`src/common/cgis_pkg.sv`:
```
// package for the gate input selection stage: register map, field layout,
// reset values. assumes a 32-bit apb slave, one aligned word per register.
//
// Notes on behaviour
// - set true enable passes source into gate
// - set negated enable passes inverted source
// - cleared enable excludes that polarity from gate
// - low register bits 15..8 steer gate two
// - low register bits 7..0 steer gate one
// - high register bits 15..8 steer gate four
// - high register bits 7..0 steer gate three
// - gate enables read/write, reset to zero
// - fourth cell source-4 codes 001..111 mapped
// - each mux gives true/negated; gate ORs enabled
// - gate polarity bit inverts gate output
// - each mux picks one of eight via 3-bit field
package cgis_pkg;
   localparam logic [11:0] CGIS_OFF_GATE_LOW  = 12'h000;
   localparam logic [11:0] CGIS_OFF_GATE_HIGH = 12'h004;
   localparam logic [11:0] CGIS_OFF_SELECT    = 12'h008;
   localparam logic [11:0] CGIS_OFF_POLARITY  = 12'h00c;
   localparam logic [11:0] CGIS_OFF_STATUS    = 12'h010;
   localparam int CGIS_ADDR_W    = 12;
   localparam int CGIS_REG_W     = 16;
   localparam int CGIS_NUM_SRC   = 4;
   localparam int CGIS_NUM_GATE  = 4;
   localparam int CGIS_SEL_W     = 3;
   localparam int CGIS_SEL_STEP  = 4;
   localparam int CGIS_GATE_BITS = 8;
   localparam logic [15:0] CGIS_GATE_RST   = 16'h0000;
   localparam logic [15:0] CGIS_SEL_RST    = 16'h0000;
   localparam logic [15:0] CGIS_SEL_MASK   = 16'h7777;
   localparam logic [3:0]  CGIS_POL_RST    = 4'h0;
   // source-4 codes of the fourth cell
   localparam logic [2:0] CGIS_S4_THIRD_CELL = 3'h1;
   localparam logic [2:0] CGIS_S4_CMP_THREE  = 3'h2;
   localparam logic [2:0] CGIS_S4_PWM8_LOW   = 3'h3;
   localparam logic [2:0] CGIS_S4_TRIG_GEN   = 3'h4;
   localparam logic [2:0] CGIS_S4_PWM2_HIGH  = 3'h5;
   localparam logic [2:0] CGIS_S4_PWM_CLOCK  = 3'h6;
   localparam logic [2:0] CGIS_S4_OC_THREE   = 3'h7;
endpackage

```
`src/common/cgis_cfg_if.sv`:
```
// configuration carried from the register file to the gate stage.
// assumes both ends on the same clock.
`timescale 1ns/1ps
`default_nettype none
interface cgis_cfg_if;
   logic [15:0] gate_low;
   logic [15:0] gate_high;
   logic [15:0] sel;
   logic [3:0]  pol;
   logic [3:0]  gate_out;
   modport regs (output gate_low, gate_high, sel, pol, input gate_out);
   modport gates (input gate_low, gate_high, sel, pol, output gate_out);
endinterface
`default_nettype wire

```
`src/rtl/cgis_gate_stage.sv`:
```
// four source muxes and four or-gates with polarity, registered.
// assumes source inputs synchronous to mclk.
`timescale 1ns/1ps
`default_nettype none
module cgis_gate_stage
   import cgis_pkg::*;
(
   input  wire logic       mclk,
   input  wire logic       rst,
   input  wire logic       clk_en,
   input  wire logic [7:0] src1_in,
   input  wire logic [7:0] src2_in,
   input  wire logic [7:0] src3_in,
   input  wire logic [7:0] src4_in,
   cgis_cfg_if.gates       cfg
);
   logic [3:0] data_r;
   logic [3:0] gate_nxt;
   logic [7:0] sig;
   logic [3:0] gate_r;

   always_ff @(posedge mclk or posedge rst) begin
      if (rst) begin
         data_r <= 4'h0;
      end else if (clk_en) begin
         data_r[0] <= src1_in[cfg.sel[2:0]];
         data_r[1] <= src2_in[cfg.sel[6:4]];
         data_r[2] <= src3_in[cfg.sel[10:8]];
         data_r[3] <= src4_in[cfg.sel[14:12]];
      end
   end

   // bit order per gate byte: s4t s4n s3t s3n s2t s2n s1t s1n
   function automatic logic gate_or(input logic [7:0] en,
                                    input logic [7:0] s);
      gate_or = |(en & s);
   endfunction

   always_comb begin
      sig = {data_r[3], ~data_r[3], data_r[2], ~data_r[2],
             data_r[1], ~data_r[1], data_r[0], ~data_r[0]};
      gate_nxt[0] = gate_or(cfg.gate_low[7:0], sig) ^ cfg.pol[0];
      gate_nxt[1] = gate_or(cfg.gate_low[15:8], sig) ^ cfg.pol[1];
      gate_nxt[2] = gate_or(cfg.gate_high[7:0], sig) ^ cfg.pol[2];
      gate_nxt[3] = gate_or(cfg.gate_high[15:8], sig) ^ cfg.pol[3];
   end

   always_ff @(posedge mclk or posedge rst) begin
      if (rst) begin
         gate_r <= 4'h0;
      end else if (clk_en) begin
         gate_r <= gate_nxt;
      end
   end
   assign cfg.gate_out = gate_r;

   property p_gate1_zero;
      @(posedge mclk) disable iff (rst)
      (clk_en && cfg.gate_low[7:0] == 8'h00 && !cfg.pol[0])
         |=> (gate_r[0] == 1'b0);
   endproperty
   a_gate1_zero: assert property (p_gate1_zero)
      else $error("gate one not zero with no enables");

   property p_gate2_neg;
      @(posedge mclk) disable iff (rst)
      (clk_en && cfg.gate_low[15:8] == 8'h01 && !cfg.pol[1])
         |=> (gate_r[1] == ~data_r[0]);
   endproperty
   a_gate2_neg: assert property (p_gate2_neg)
      else $error("gate two negated source one wrong");

   property p_gate4_true;
      @(posedge mclk) disable iff (rst)
      (clk_en && cfg.gate_high[15:8] == 8'h80 && !cfg.pol[3])
         |=> (gate_r[3] == data_r[3]);
   endproperty
   a_gate4_true: assert property (p_gate4_true)
      else $error("gate four true source four wrong");

   property p_gate3_pol;
      @(posedge mclk) disable iff (rst)
      (clk_en && cfg.gate_high[7:0] == 8'h00 && cfg.pol[2])
         |=> (gate_r[2] == 1'b1);
   endproperty
   a_gate3_pol: assert property (p_gate3_pol)
      else $error("gate three polarity not applied");

   property p_both_pol;
      @(posedge mclk) disable iff (rst)
      (clk_en && cfg.gate_low[7:0] == 8'h03 && !cfg.pol[0])
         |=> (gate_r[0] == 1'b1);
   endproperty
   a_both_pol: assert property (p_both_pol)
      else $error("true or negated not one");

   property p_mux4;
      @(posedge mclk) disable iff (rst)
      clk_en |=> (data_r[3] == $past(src4_in[cfg.sel[14:12]]));
   endproperty
   a_mux4: assert property (p_mux4)
      else $error("source four mux wrong");

   c_gate_hi: cover property (@(posedge mclk) disable iff (rst)
      gate_r[0] && !cfg.pol[0]);
   c_gate_pol: cover property (@(posedge mclk) disable iff (rst)
      gate_r[3] && cfg.pol[3]);
   c_sel4: cover property (@(posedge mclk) disable iff (rst)
      cfg.sel[14:12] == CGIS_S4_OC_THREE);
endmodule
`default_nettype wire

```
`src/rtl/cgis_top.sv`:
```
// apb register file and gate stage of the logic cell input selection.
// assumes apb master on mclk, sources synchronous to mclk.
`timescale 1ns/1ps
`default_nettype none
module cgis_top
   import cgis_pkg::*;
(
   input  wire logic        mclk,
   input  wire logic        rst,
   input  wire logic        clk_en,
   input  wire logic        psel,
   input  wire logic        penable,
   input  wire logic        pwrite,
   input  wire logic [11:0] paddr,
   input  wire logic [31:0] pwdata,
   input  wire logic [3:0]  pstrb,
   output logic      [31:0] prdata,
   output logic             pready,
   output logic             pslverr,
   input  wire logic [7:0]  src1_in,
   input  wire logic [7:0]  src2_in,
   input  wire logic [7:0]  src3_in,
   input  wire logic [7:0]  src4_in,
   output logic      [3:0]  gate_out
);
   cgis_cfg_if cfg ();

   logic [15:0] gate_low_r;
   logic [15:0] gate_high_r;
   logic [15:0] sel_r;
   logic [3:0]  pol_r;
   logic        acc;
   logic        hit;
   logic [31:0] rd_nxt;

   // one wait state: pready rises in the second cycle of the access phase
   assign acc = psel && penable && !pready && clk_en;

   function automatic logic [15:0] merge(input logic [15:0] old,
                                         input logic [31:0] d,
                                         input logic [3:0]  s);
      merge = {s[1] ? d[15:8] : old[15:8], s[0] ? d[7:0] : old[7:0]};
   endfunction

   always_comb begin
      hit = 1'b1;
      rd_nxt = 32'h0000_0000;
      unique case (paddr)
         CGIS_OFF_GATE_LOW:  rd_nxt = {16'h0000, gate_low_r};
         CGIS_OFF_GATE_HIGH: rd_nxt = {16'h0000, gate_high_r};
         CGIS_OFF_SELECT:    rd_nxt = {16'h0000, sel_r};
         CGIS_OFF_POLARITY:  rd_nxt = {28'h0000000, pol_r};
         CGIS_OFF_STATUS:    rd_nxt = {28'h0000000, cfg.gate_out};
         default:            hit = 1'b0;
      endcase
   end

   always_ff @(posedge mclk or posedge rst) begin
      if (rst) begin
         gate_low_r  <= CGIS_GATE_RST;
         gate_high_r <= CGIS_GATE_RST;
         sel_r       <= CGIS_SEL_RST;
         pol_r       <= CGIS_POL_RST;
      end else if (acc && pwrite) begin
         if (paddr == CGIS_OFF_GATE_LOW) begin
            gate_low_r <= merge(gate_low_r, pwdata, pstrb);
         end
         if (paddr == CGIS_OFF_GATE_HIGH) begin
            gate_high_r <= merge(gate_high_r, pwdata, pstrb);
         end
         if (paddr == CGIS_OFF_SELECT) begin
            sel_r <= merge(sel_r, pwdata, pstrb) & CGIS_SEL_MASK;
         end
         if (paddr == CGIS_OFF_POLARITY && pstrb[0]) begin
            pol_r <= pwdata[3:0];
         end
      end
   end

   always_ff @(posedge mclk or posedge rst) begin
      if (rst) begin
         pready  <= 1'b0;
         pslverr <= 1'b0;
         prdata  <= 32'h0000_0000;
      end else if (clk_en) begin
         pready  <= acc;
         pslverr <= acc && !hit;
         prdata  <= (acc && !pwrite) ? rd_nxt : 32'h0000_0000;
      end
   end

   assign cfg.gate_low  = gate_low_r;
   assign cfg.gate_high = gate_high_r;
   assign cfg.sel       = sel_r;
   assign cfg.pol       = pol_r;
   assign gate_out      = cfg.gate_out;

   cgis_gate_stage u_stage (
      .mclk    (mclk),
      .rst     (rst),
      .clk_en  (clk_en),
      .src1_in (src1_in),
      .src2_in (src2_in),
      .src3_in (src3_in),
      .src4_in (src4_in),
      .cfg     (cfg.gates)
   );

   property p_write_low;
      @(posedge mclk) disable iff (rst)
      (acc && pwrite && paddr == CGIS_OFF_GATE_LOW && pstrb == 4'hf)
         |=> (gate_low_r == $past(pwdata[15:0]));
   endproperty
   a_write_low: assert property (p_write_low)
      else $error("gate low write lost");

   property p_ready;
      @(posedge mclk) disable iff (rst)
      acc |=> pready ##1 !pready;
   endproperty
   a_ready: assert property (p_ready)
      else $error("pready timing wrong");

   c_wr: cover property (@(posedge mclk) disable iff (rst)
      acc && pwrite && paddr == CGIS_OFF_GATE_HIGH);
   c_err: cover property (@(posedge mclk) disable iff (rst) pslverr);
endmodule
`default_nettype wire

```
`config.mk`:
```
export PLATFORM = sky130hd
export DESIGN_NAME = cgis_top
export DESIGN_NICKNAME = d
export VERILOG_FILES = /design/src/common/cgis_pkg.sv /design/src/common/cgis_cfg_if.sv /design/src/rtl/cgis_gate_stage.sv /design/src/rtl/cgis_top.sv
export SDC_FILE = /design/constraint.sdc
export NUM_CORES = 1
export LEC_CHECK = 0
export BUFFER_PORTS_ARGS = -buffer_cell sky130_fd_sc_hd__buf_2
export CELL_PAD_IN_SITES_DETAIL_PLACEMENT = 0
export CELL_PAD_IN_SITES_GLOBAL_PLACEMENT = 1
export CORE_UTILIZATION = 36
export CTS_BUF_LIST = sky130_fd_sc_hd__clkbuf_8 sky130_fd_sc_hd__clkbuf_16
export DETAILED_ROUTE_END_ITERATION = 16
export PLACE_DENSITY_LB_ADDON = 0.05
export SKIP_LAST_GASP = 1
export SLEW_MARGIN = 20
export SYNTH_ARGS = -nofsm -noshare
export SYNTH_HDL_FRONTEND = slang
export SYNTH_HIERARCHICAL = 1
export SYNTH_SLANG_ARGS = --single-unit
```
`constraint.sdc`:
```
create_clock -name mclk -period 1.6 [get_ports mclk]
set_input_delay 0 -clock mclk [delete_from_list [all_inputs] [get_ports mclk]]
set_output_delay 0 -clock mclk [all_outputs]
set_load 0.005 [all_outputs]
```
---- Word level (Yosys, flattened, before mapping) ----
Cells that the tools add are included.
word-level totals
  bits in registers ....................... 90
  bits of input ports ..................... 86
  output and inout bits ................... 38
  word-level logic and storage cells ...... 66
cells by class
  $lt $le $gt $ge ......................... 4
  equal/unequal tests ..................... 4
  multiplexer cells ....................... 11
  bitwise logic cells ..................... 12
  reduce and logical (&&, ||, !) cells .... 23
operators with widths
  cell                                                                     number
  16-bit one-hot mux with 5 select lines                                   1
  8-bit AND                                                                4
  32-bit two-way mux                                                       1
  8-bit OR reduction                                                       4
  12-bit by 4-bit equality test with 1-bit output (second input constant)  2
  3-bit AND reduction                                                      6
  3-bit by 4-bit < comparator with 1-bit output (second input constant)    4
  1-bit binary-select mux with 3-bit select                                4
  12-bit by 3-bit equality test with 1-bit output (second input constant)  1
  12-bit by 5-bit equality test with 1-bit output (second input constant)  1
  12-bit logical NOT                                                       1
  1-bit logical AND                                                        7
  1-bit two-way mux                                                        5
  5-bit OR reduction                                                       1
  1-bit NOT                                                                4
  1-bit bitwise XOR                                                        4
  1-bit logical NOT                                                        3
  2-bit AND reduction                                                      1

---- Depth between registers and ports, before layout ----
Gate-level depths: netlist (run 1).
  word-level depth ........................ 5
  mapped depth ............................ 6
  gate-level depth less buffers ........... 4

---- Modules after synthesis ----
The synthesis (run 1) kept the hierarchy.
by module, submodules not included
  module           instances  cells an instance  area an instance (sq um)
  cgis_top         1          243                3151.8
  cgis_gate_stage  1          86                 889.6

---- Worst setup path after synthesis (run 1) ----
OpenSTA, ideal clock, no wires.
  kind .................................... register to register
  start point ............................. reg pready
  end point ............................... reg pol_r[0], in the netlist cfg.pol[0]
  library setup time ...................... 0.125 ns
  arrival ................................. 1.645 ns
  required time ........................... 1.475 ns
  setup slack ............................. -0.170 ns
  stages on the path, launching flop included .. 6
  path buffers ............................ 1
  period minus slack after synthesis ...... 1.770 ns
  path through ............................ dfrtp_1 nand3b_1 nor2_1 and3_1 buf_2 mux2_2
on the way
  word-level cells in the longest chain between the ends .. 5
RTL lines
  element                               line            text
  start, declared                       cgis_top.sv:18  output logic pready,
  start signal, assigned                cgis_top.sv:82  pready <= 1'b0;
  start signal, assigned                cgis_top.sv:86  pready <= acc;
  1-bit logical NOT                     cgis_top.sv:37  assign acc = psel && penable && !pready && clk_en;
  1-bit logical AND (2 in series)       cgis_top.sv:37
  1-bit logical AND                     cgis_top.sv:64  end else if (acc && pwrite) begin
  2-bit AND reduction (no source line)  -
  end signal, assigned                  cgis_top.sv:75  pol_r <= pwdata[3:0];
  end, declared                         cgis_top.sv:31  logic [3:0] pol_r;
Every way passes these cells.
A chain may end at the register's enable or synchronous reset.

---- Final worst setup path (run 1) ----
  start point ............................. reg pready
  end point ............................... reg gate_high_r[13], in the netlist cfg.gate_high[13]
on the way
  word-level cells in the longest chain between the ends .. 5
RTL lines
  element                               line            text
  1-bit logical NOT                     cgis_top.sv:37
  1-bit logical AND (2 in series)       cgis_top.sv:37
  1-bit logical AND                     cgis_top.sv:64
  3-bit AND reduction (no source line)  -
  end signal, assigned                  cgis_top.sv:69  gate_high_r <= merge(gate_high_r, pwdata, pstrb);
  end, declared                         cgis_top.sv:29  logic [15:0] gate_high_r;
Every way passes these cells.

==> out/results.ini, run 1 <==
[sta]
hold_ws_ns=0.0368
max_freq_mhz=639
slew_viol_final=0
rsz0062_at_grt=yes
period_share_pct=97.8
setup_ws_ns=0.0347
maxSlewHeadroom_pct=61.0
fin_skew_ns=0.0122
final.min_clock_period_ns=1.57
hold_violations=0
setup_viol=0
worstMarginPinSlew_ns=0.584

[routing]
via_per_inst=5.02
finalWirelength_um=10200
ant_nets=0
vias=2996
post_drt_wl_per_cell_um=17.2
drcViolationCount=0
firstDrtPassIters=4
drt-initial-drc-count=97

[logic_synthesis]
synth_top_area_share_pct=45.8
ys_top_cells_by_count=74 x dfrtp_1, 51 x mux2_2, 48 x mux2i_1, 18 x buf_4, 16 x inv_1
syn_avg_cell_area_um2=12.3
synth_flop_cell=dfrtp_1
synth_cells=329
synth.most_common_cell=dfrtp_1
synth_edf_count=0
netlist_area_um2=4040
yosysSeqAreaShare_pct=45.8
synth_largest_area_cell=dfrtp_1
synth_area_leaders=dfrtp_1 46%, mux2_2 14%, mux2i_1 12%
synth-adder-area-share_pct=0
synth_top_family_by_area=multiplexers
synth_simple_gate_area_share_pct=9.07
synthMuxAreaShare_pct=29.2
synth_xor_area_share_pct=0
synth-compound-area-share_pct=8.51
synth_cell_types=43
async_flop_share_pct=100
ys_ff_latch=74
synth-warning-count=6

[floorplan]
die_area_um2=11700
rows=38
die_height_um=108
core_area_um2=10900
die_x_um=108
start_util_pct=37.1
ios=124

[critical_path]
end_kind=flop
reg2reg_slack_ns=0.03
start_kind=flop
crit_required_ns=1.84
reg2reg_to=cfg.gate_high[13]
regToRegStartpoint=pready
crit_type=reg2reg
rr_worst_depth=5
cp_max_fo=8
worst_ep_arrival_time_ns=1.81

[clock_network]
clockRootBuffer=clkbuf_8
clk_latency_ns=0.36
htreeDepth=3
cts_sinks=74
clkTransAtPathRegs_ns=0.09
numCtsBuffers=9
clock_path_buffers=2
cts_tree=done

[hold_path]
min_path_cells=2
whs_endpoint=prdata[7]
hold_path.class=in2reg
min_from=paddr[3]

[power]
comb_power_share_pct=9.1
internal_power_mw=3.15
peakVddDrop_mv=0.377
p_switching_mw=0.978
leakagePower_nw=2.59
p_sw_share_pct=23.7
seqPwrFrac_pct=46.4
p_per_area_nw_per_um2=791
clkPwrFrac_pct=44.5

[place]
place_hpwl_um=7660
place_ws_ns=-0.0228
io_buffer_count=89
gp_congestion=0.734

[finish]
utilization_pct=48.0
area_growth_pct=29.2
diodes=0
n_fill_cell=1037
final_nets=538
drive_gt1_share_pct=44.0

[global_routing]
grt_use_total_pct=18.6
grt.overflow.total=0
grt_pass1_wl_um=15900
grt_max_degree=67
grt_pass1_vias=2977
antenna_found_initial=0

[outcome]
status=completed

[flow_run]
max_cap_viol_count=0

-- routing by layer --
layer	up-vias	track usage (%)	part of all wire, %
met5	-	0	0
met4	0	6.46	1.3
met3	14	3.44	3.6
met2	66	29.8	48
met1	1493	25.2	47
li1	1423	-	-
-- power groups by stage --
stage	Clock, mW	Sequential, mW	Combinational, mW
after CTS	1.87	1.92	0.375
after floorplan	0	1.93	0.206
after global routing	1.96	1.92	0.418
final	1.84	1.92	0.377
after global placement	0	1.95	0.340
after detailed placement	0	1.95	0.340
-- cell type report --
| cell class | instances | area (um2) | area share (%) |
|---|---|---|---|
| clock buffers | 10 | 138 | 2.64 |
| clock inverters | 6 | 113 | 2.16 |
| inverters | 16 | 63.8 | 1.22 |
| multi-input cells | 219 | 2030 | 38.8 |
| flip-flops and latches | 74 | 1850 | 35.5 |
| well taps | 140 | 175 | 3.35 |
| repair buffers | 132 | 855 | 16.4 |
-- sequential cells by signal, indices dropped and copies added (netlist names) --
name	count
cfg.pol	4
pslverr	1
pready	1
cfg.sel	12
cfg.gate_low	16
prdata	16
cfg.gate_high	16
u_stage/data_r	4
u_stage/cfg.gate_out	4
-- what timing repair did --
item,in CTS,in global routing
buffers inserted,0,2
pin swaps,0,3
hold buffers,18,0
setup endpoints to repair,8,40
hold endpoints to repair,123,0
resized for setup,1,15
-- per-stage QoR --
step / instances / area, um2 / TNS (ns) / power (mW)
finish: 597 / 5220 / 0 / 4.13
global route: 597 / 5220 / -0.362 / 4.29
CTS: 595 / 5150 / -0.0808 / 4.16
detailed placement: 561 / 4710 / -0.110 / 2.29
global placement: 561 / 4710 / -0.249 / 2.29
floorplan: 344 / 4130 / -0.250 / 2.13
-- kinds of logic after synthesis --
logic type / after synthesis
flip-flops: 74
multiplexers: 106
AND/OR/NAND/NOR: 53
other: 1
buffers and inverters: 51
AO/OA/AOI/OAI: 44
-- worst max-delay path, cell delays in order (launching register included) --
cell	delay [ns]
dfrtp_1	0.38
nand3b_1	0.26
buf_6	0.19
nor3_4	0.15
buf_12	0.15
mux2_2	0.32
-- placed cells by master, fill, tap and decap left out, types with 4 or more instances in the layout --
cell and n:
a41o_1 4, dfrtp_1 74, dlygate4sd3_1 18, clkbuf_8 10
mux2i_1 48, buf_2 89, nor2_1 10, conb_1 16
mux2_4 13, o221ai_1 6, buf_4 21, inv_1 15
nand3_4 4, mux4_2 4, a21oi_1 11, nand2_1 6
mux2_2 39, nand2b_1 4, nand3_1 4, nand4_1 4
o2bb2ai_1 9
-- how the worst max path moves through the flow --
stage                     cells past startpoint                end  startpoint
after floorplan                               5         cfg.pol[0]      pready
after global placement                        6         cfg.sel[8]    paddr[9]
after detailed placement                      6         cfg.sel[8]    paddr[9]
after CTS                                     4   cfg.gate_low[15]      pready
after global routing                          5    cfg.gate_low[3]      pready
final                                         5  cfg.gate_high[13]      pready
No activity file was read; power rests on OpenSTA's default activity.
==> run 2, diff against run 1 <==
ABC_AREA = 1   (was not set)
CORE_UTILIZATION = 33   (was 36)
==> run 2 against run 1 <==
- worst setup slack gained 0.054 ns
- highest routed layer unchanged
- sequential share of layout area shrank 1.5 points
- critical endpoint is now cfg.gate_low[2]
- flip-flop and latch count is the same
==> out/results.ini, run 2 <==
[clock_network]
numCtsBuffers=9  ; unchanged
cts_tree=done
clk_latency_ns=0.34  ; -0.02 ns
clockRootBuffer=clkbuf_16
clkTransAtPathRegs_ns=0.06  ; -0.03 ns
postCtsSetupBuffers=0  ; unchanged
clock_path_buffers=2  ; unchanged
htreeDepth=3  ; unchanged
cts_sinks=74  ; unchanged

[critical_path]
cp_num_buf_inv=2  ; unchanged
regToRegStartpoint=pready
crit_path_cell_trace=inv_1 > nand4_1 > nor2_2 > nand2_2 > buf_12 > nor2_2 > nand2_1 > nand2_1
path_delay_family=simple AND/OR/NAND/NOR gates
cp_slowest_stage_delay_ns=0.37  ; about the same
start_kind=flop
reg2reg_slack_ns=0.09  ; +0.05 ns
rr_worst_depth=8  ; +3
crit_cells=8  ; +3
crit_required_ns=1.88  ; +0.04 ns
reg2reg_to=cfg.gate_low[2]
crit_type=reg2reg
crit_path_top_delay_cell=dfrtp_1
cp_max_fo=30  ; +22
end_kind=flop
worst_ep_arrival_time_ns=1.79  ; -0.02 ns

[logic_synthesis]
synth_area_leaders=dfrtp_1 43%, nand2_1 23%, nand3_1 7.4%
synth_largest_area_cell=dfrtp_1
synth_top_area_share_pct=43.4  ; -2.5 points
synth_flop_cell=dfrtp_1
yosysSeqAreaShare_pct=43.4  ; -2.5 points
ys_top_cells_by_count=259 x nand2_1, 74 x dfrtp_1, 63 x nand3_1, 39 x inv_1, 31 x o21ai_1
synth.most_common_cell=nand2_1
synth_cell_types=29  ; -33%
synth_edf_count=0  ; unchanged
syn_avg_cell_area_um2=7.28  ; -41%
ys_ff_latch=74  ; unchanged
synth_cells=587  ; +78%
synth-warning-count=6  ; unchanged
netlist_area_um2=4270  ; +5.7%
async_flop_share_pct=100  ; unchanged

[place]
io_buffer_count=89  ; unchanged
gp_congestion=0.792  ; +8.0%
place_hpwl_um=9610  ; +25%

[sta]
slew_viol_final=0  ; unchanged
max_freq_mhz=662  ; +3.6%
rsz0062_at_grt=yes
setup_viol=0  ; unchanged
final.min_clock_period_ns=1.51  ; -0.0542 ns
fin_skew_ns=0.00385  ; -0.00838 ns
period_share_pct=94.4  ; -3.4 points
hold_violations=0  ; unchanged

[global_routing]
antenna_found_initial=0  ; unchanged
grt_use_met2_pct=31.3  ; +1.5 points
grt_pass1_wl_um=20400  ; +28%
grt_use_total_pct=20.7  ; +2.1 points
globalRouteMet3Util_pct=3.40  ; -0.036 points
grt_pass1_vias=3842  ; +29%
grt_max_degree=41  ; -39%
gr-max-usage-layer=met2
use_met1_pct=29.7  ; +4.6 points
grt.overflow.total=0  ; unchanged

[routing]
via_per_inst=4.65  ; -7.3%
finalWirelength_um=12900  ; +26%
post_drt_wl_per_cell_um=14.5  ; -15%
ant_nets=0  ; unchanged
drt-initial-drc-count=208  ; +110%
drcViolationCount=0  ; unchanged
vias=4134  ; +38%
firstDrtPassIters=4  ; unchanged

[finish]
final_nets=798  ; +48%
area_growth_pct=27.8
multi_input_area_um2=2120  ; +4.6%
utilization_pct=43.3  ; -4.7 points
n_fill_cell=1373  ; +32%
drive_gt1_share_pct=23.2  ; -21 points
regArea_um2=1850  ; unchanged
final_common_cell=nand2_1
diodes=0  ; unchanged
layout_common_cells=259 x nand2_1, 89 x buf_2, 74 x dfrtp_1

[floorplan]
die_area_um2=13400  ; +15%
die_x_um=116  ; +7.2%
rows=41  ; +7.9%
core_area_um2=12600  ; +16%
die_height_um=116  ; +7.2%
start_util_pct=33.8  ; -3.3 points
ios=124  ; unchanged

[power]
comb_power_share_pct=8.8  ; -0.3 points
internal_power_mw=3.34  ; +6.0%
p_total_mw=4.39  ; +6.4%
leakagePower_nw=3.02  ; +17%
seqPwrFrac_pct=43.9  ; -2.5 points
p_switching_mw=1.05  ; +7.5%
peakVddDrop_mv=0.368  ; -2.3%
p_sw_share_pct=23.9  ; +0.26 points
clkPwrFrac_pct=47.2  ; +2.7 points
p_per_area_nw_per_um2=804  ; +1.7%

[hold_path]
whs_endpoint=pready
min_path_cells=3  ; +1
min_from=psel
hold_path.class=in2reg

[outcome]
status=completed

[flow_run]
max_cap_viol_count=0  ; unchanged

[run 2: changes by cell type after synthesis, moves of 6 or more]
cell       delta
a21oi_1      -11
inv_1        +23
mux2_2       -51
mux2i_1      -48
nand2_1     +252
nand3_1      +59
nor2_2       +10
nor2_4       +11
o211ai_1      +9
o21ai_0      +22
o21ai_1      +31
o221ai_1      -6
o2bb2ai_1     -9
[run 2: cells by family after synthesis]
group,synth area share (%)
and+or+nand+nor,38.5
buffers and inverters,9.14
DFF,43.4
AOI/OAI and AO/OA,8.96
other,0.0878
[run 2: timing repair]
item | in CTS | in global routing
hold buffers | 17 | 0
gates resized for setup | 0 | 3
hold endpoints to repair | 73 | 0
setup endpoints to repair | 0 | 24
[run 2: stage by stage]
stage / cells / setup WS [ns] / instance area (um2) / setup TNS (ns) / hold slack (ns)
after floorplan: 602 / 0.210 / 4330 / 0 / -0.184
after global placement: 852 / 0.0706 / 4940 / 0 / 0.0170
after detailed placement: 852 / 0.0337 / 4940 / 0 / 0.0167
after CTS: 885 / 0.0554 / 5420 / 0 / 0.0203
after global routing: 889 / -0.0148 / 5460 / -0.0488 / 0.0704
final: 889 / 0.0889 / 5460 / 0 / 0.0300
[run 2: layout make-up]
class | count | share of cell area (%)
Inverter | 46 | 3.28
Clock inverter | 5 | 0.985
Clock buffer | 11 | 4.63
Multi-Input combinational cell | 456 | 38.8
Tap cell | 172 | 3.94
Sequential cell | 74 | 33.9
Timing Repair Buffer | 125 | 14.4
[run 2: worst max-delay path by stage]
stage / slack, ns / start / end
after floorplan: 0.21 / pready / cfg.gate_high[4]
after global placement: 0.07 / paddr[7] / prdata[7]
after detailed placement: 0.03 / paddr[7] / prdata[7]
after CTS: 0.06 / pready / cfg.gate_high[15]
after global routing: -0.01 / pready / cfg.gate_low[2]
final: 0.09 / pready / cfg.gate_low[2]
[run 2: routing by layer]
layer / wire length [um] / up-vias / share of wire [%]
met3: 711 / 18 / 5.5
met1: 6400 / 1885 / 50
met5: 0 / - / 0
met4: 256 / 0 / 2.0
li1: - / 2103 / -
met2: 5550 / 128 / 43
[run 2: worst min-delay path: cells and delay by family]
kind,cells,cell delay (ns)
compound gates,1,0.10
buf+inv,1,0.09
simple gates,1,0.13
[run 2: power by group through the flow]
stage               registers (mW)  logic [mW]  clock network, mW
finish                        1.93       0.388               2.07
global route                  1.93       0.443               2.21
CTS                           1.93       0.392               2.14
detailed placement            1.96       0.360                  0
global placement              1.96       0.355                  0
floorplan                     1.96       0.200                  0
==> run 3, diff against run 2 <==
CORE_UTILIZATION = 37   (was 33)
clock period = 1.56 ns   (was 1.6 ns; I/O delays follow)
==> run 3 against run 2 <==
- flip-flop and latch count is the same
- final area grew 0.71%
- largest power group unchanged
- critical path depth is the same
- core utilization grew 6.6 points
- global-route usage grew 1.4 points
- critical path type unchanged
- worst setup slack lost 0.041 ns
- maximum frequency is essentially flat
- clock power is essentially flat
- combinational power grew 5.9%
- hold slack gained 0.059 ns
- total power grew 1.6%
==> out/results.ini, run 3 (same netlist as run 2, synthesis figures left out) <==
[critical_path]
end_kind=flop
crit_path_cell_trace=inv_2 > nand4_1 > nor2_4 > nand2_4 > buf_12 > nor2_4 > nand2_1 > nand2_1
rr_worst_depth=8  ; unchanged
reg2reg_to=cfg.sel[2]
crit_path_top_delay_cell=dfrtp_1
cp_slowest_stage_delay_ns=0.39  ; +0.02 ns
cp_num_buf_inv=2  ; unchanged
cp_max_fo=12  ; -60%
worst_ep_arrival_time_ns=1.78  ; about the same
path_delay_family=simple AND/OR/NAND/NOR gates
crit_type=reg2reg
crit_required_ns=1.83  ; -0.05 ns
reg2reg_slack_ns=0.05  ; -0.04 ns
start_kind=flop
regToRegStartpoint=pready

[routing]
drt-initial-drc-count=226  ; +8.7%
ant_nets=0  ; unchanged
vias=4130  ; -0.097%
drcViolationCount=0  ; unchanged
post_drt_wl_per_cell_um=14.6  ; +0.71%
firstDrtPassIters=4  ; unchanged
via_per_inst=4.84  ; +4.0%
finalWirelength_um=12500  ; -3.3%

[global_routing]
grt_pass1_wl_um=19800  ; -2.9%
grt_max_degree=24  ; -41%
grt_pass1_vias=3816  ; -0.68%
grt.overflow.total=0  ; unchanged
antenna_found_initial=0  ; unchanged
grt_use_total_pct=22.1  ; +1.4 points

[hold_path]
whs_endpoint=u_stage/data_r[1]
min_path_cells=5  ; +2
hold_path.class=in2reg
min_from=src2_in[3]

[power]
internal_power_mw=3.39  ; +1.5%
clkPwrFrac_pct=46.4  ; -0.8 points
p_sw_share_pct=24.0  ; +0.074 points
p_switching_mw=1.07  ; +1.9%
p_per_area_nw_per_um2=811  ; +0.86%
peakVddDrop_mv=0.432  ; +17%
comb_power_share_pct=9.2  ; +0.4 points
seqPwrFrac_pct=44.4  ; +0.5 points
leakagePower_nw=3.06  ; +1.3%

[finish]
diodes=0  ; unchanged
area_growth_pct=28.7
drive_gt1_share_pct=23.4  ; +0.24 points
final_nets=795  ; -0.38%
final_common_cell=nand2_1
layout_common_cells=257 x nand2_1, 89 x buf_2, 74 x dfrtp_1

[flow_run]
max_cap_viol_count=0  ; unchanged

[floorplan]
start_util_pct=38.7  ; +4.9 points
die_x_um=109  ; -5.5%
die_area_um2=12000  ; -11%
core_area_um2=11000  ; -13%
rows=38  ; -7.3%
die_height_um=109  ; -5.5%
ios=124  ; unchanged

[sta]
slew_viol_final=0  ; unchanged
fin_skew_ns=0.00419  ; +0.000339 ns
rsz0062_at_grt=yes
final.min_clock_period_ns=1.51  ; +0.00103 ns
setup_viol=0  ; unchanged
max_freq_mhz=661  ; about the same
period_share_pct=96.9  ; +2.5 points
hold_ws_ns=0.0888  ; +0.0589 ns
hold_violations=0  ; unchanged
setup_ws_ns=0.0479  ; -0.0410 ns

[place]
io_buffer_count=89  ; unchanged
gp_congestion=0.800  ; +1.0%
place_ws_ns=-0.0304  ; -0.0641 ns
place_hpwl_um=9190  ; -4.4%

[clock_network]
cts_tree=done
clkTransAtPathRegs_ns=0.06  ; about the same
clockRootBuffer=clkbuf_16
htreeDepth=3  ; unchanged
clock_path_buffers=2  ; unchanged
clk_latency_ns=0.33  ; about the same
cts_sinks=74  ; unchanged
numCtsBuffers=9  ; unchanged

[outcome]
status=completed

run 3: changes by cell type in the layout (fill, tap and decap cells not counted), moves of 2 or more:
cell,change
buf_12,+3
nor2_4,+2
nor2_2,-3
nand2_1,-2
buf_4,-8
nand2_4,+2
clkbuf_16,+2
o21ai_0,-9
o21ai_1,+8
run 3: final cells by class:
class	count	area (um2)
fill	1140	5530
multi-input combinational	455	2140
sequential	74	1850
timing repair buffer	123	848
clock buffer	10	239
inverter	46	183
tap	140	175
clock inverter	6	58.8
run 3: how the worst max path moves through the flow:
stage                 from                end  slack, ns  depth (start not counted)
floorplan           pready   cfg.gate_high[4]       0.17                          7
global placement    pready  cfg.gate_high[15]       0.04                          7
detailed placement  pready  cfg.gate_high[11]      -0.03                          7
CTS                 pready    cfg.gate_low[9]      -0.04                          8
global route        pready  cfg.gate_high[11]      -0.11                          8
finish              pready         cfg.sel[2]       0.05                          8
run 3: power groups by stage:
stage | logic [mW] | clock network [mW] | registers (mW)
4_1_cts | 0.403 | 2.12 | 1.98
3_5_place_dp | 0.369 | 0 | 2.01
6_report | 0.411 | 2.07 | 1.98
2_1_floorplan | 0.205 | 0 | 2.01
3_3_place_gp | 0.363 | 0 | 2.01
5_1_grt | 0.463 | 2.19 | 1.98
run 3: repair_timing:
item / in CTS / in global routing
pin swaps: 3 / 22
setup endpoints to repair: 5 / 52
endpoints found under the hold margin: 122 / 0
setup buffers: 0 / 1
hold buffers: 17 / 0
resized for setup: 0 / 22
cloned: 2 / 3
run 3: per-layer routing:
| metal | track usage, % | routed length, um |
|---|---|---|
| met5 | 0 | 0 |
| met2 | 34.1 | 5590 |
| met3 | 3.14 | 515 |
| met1 | 32.1 | 6220 |
| met4 | 6.48 | 167 |
run 3: through the flow:
| step | utilization, % | power, mW | cell area [um2] | setup TNS [ns] | std cells |
|---|---|---|---|---|---|
| after detailed placement | 44.5 | 2.38 | 4900 | -0.0517 | 815 |
| after global placement | 44.5 | 2.38 | 4900 | 0 | 815 |
| after CTS | 48.8 | 4.50 | 5390 | -0.396 | 850 |
| after global routing | 49.9 | 4.63 | 5500 | -2.31 | 854 |
| final | 49.9 | 4.46 | 5500 | 0 | 854 |
| after floorplan | - | 2.21 | 4330 | 0 | 602 |
run 3: tightest hold or removal path: stages:
cell	delay, ns
buf_2	0.07
o21ai_0	0.07
nand3_1	0.07
nand3_1	0.10
nand2_1	0.07
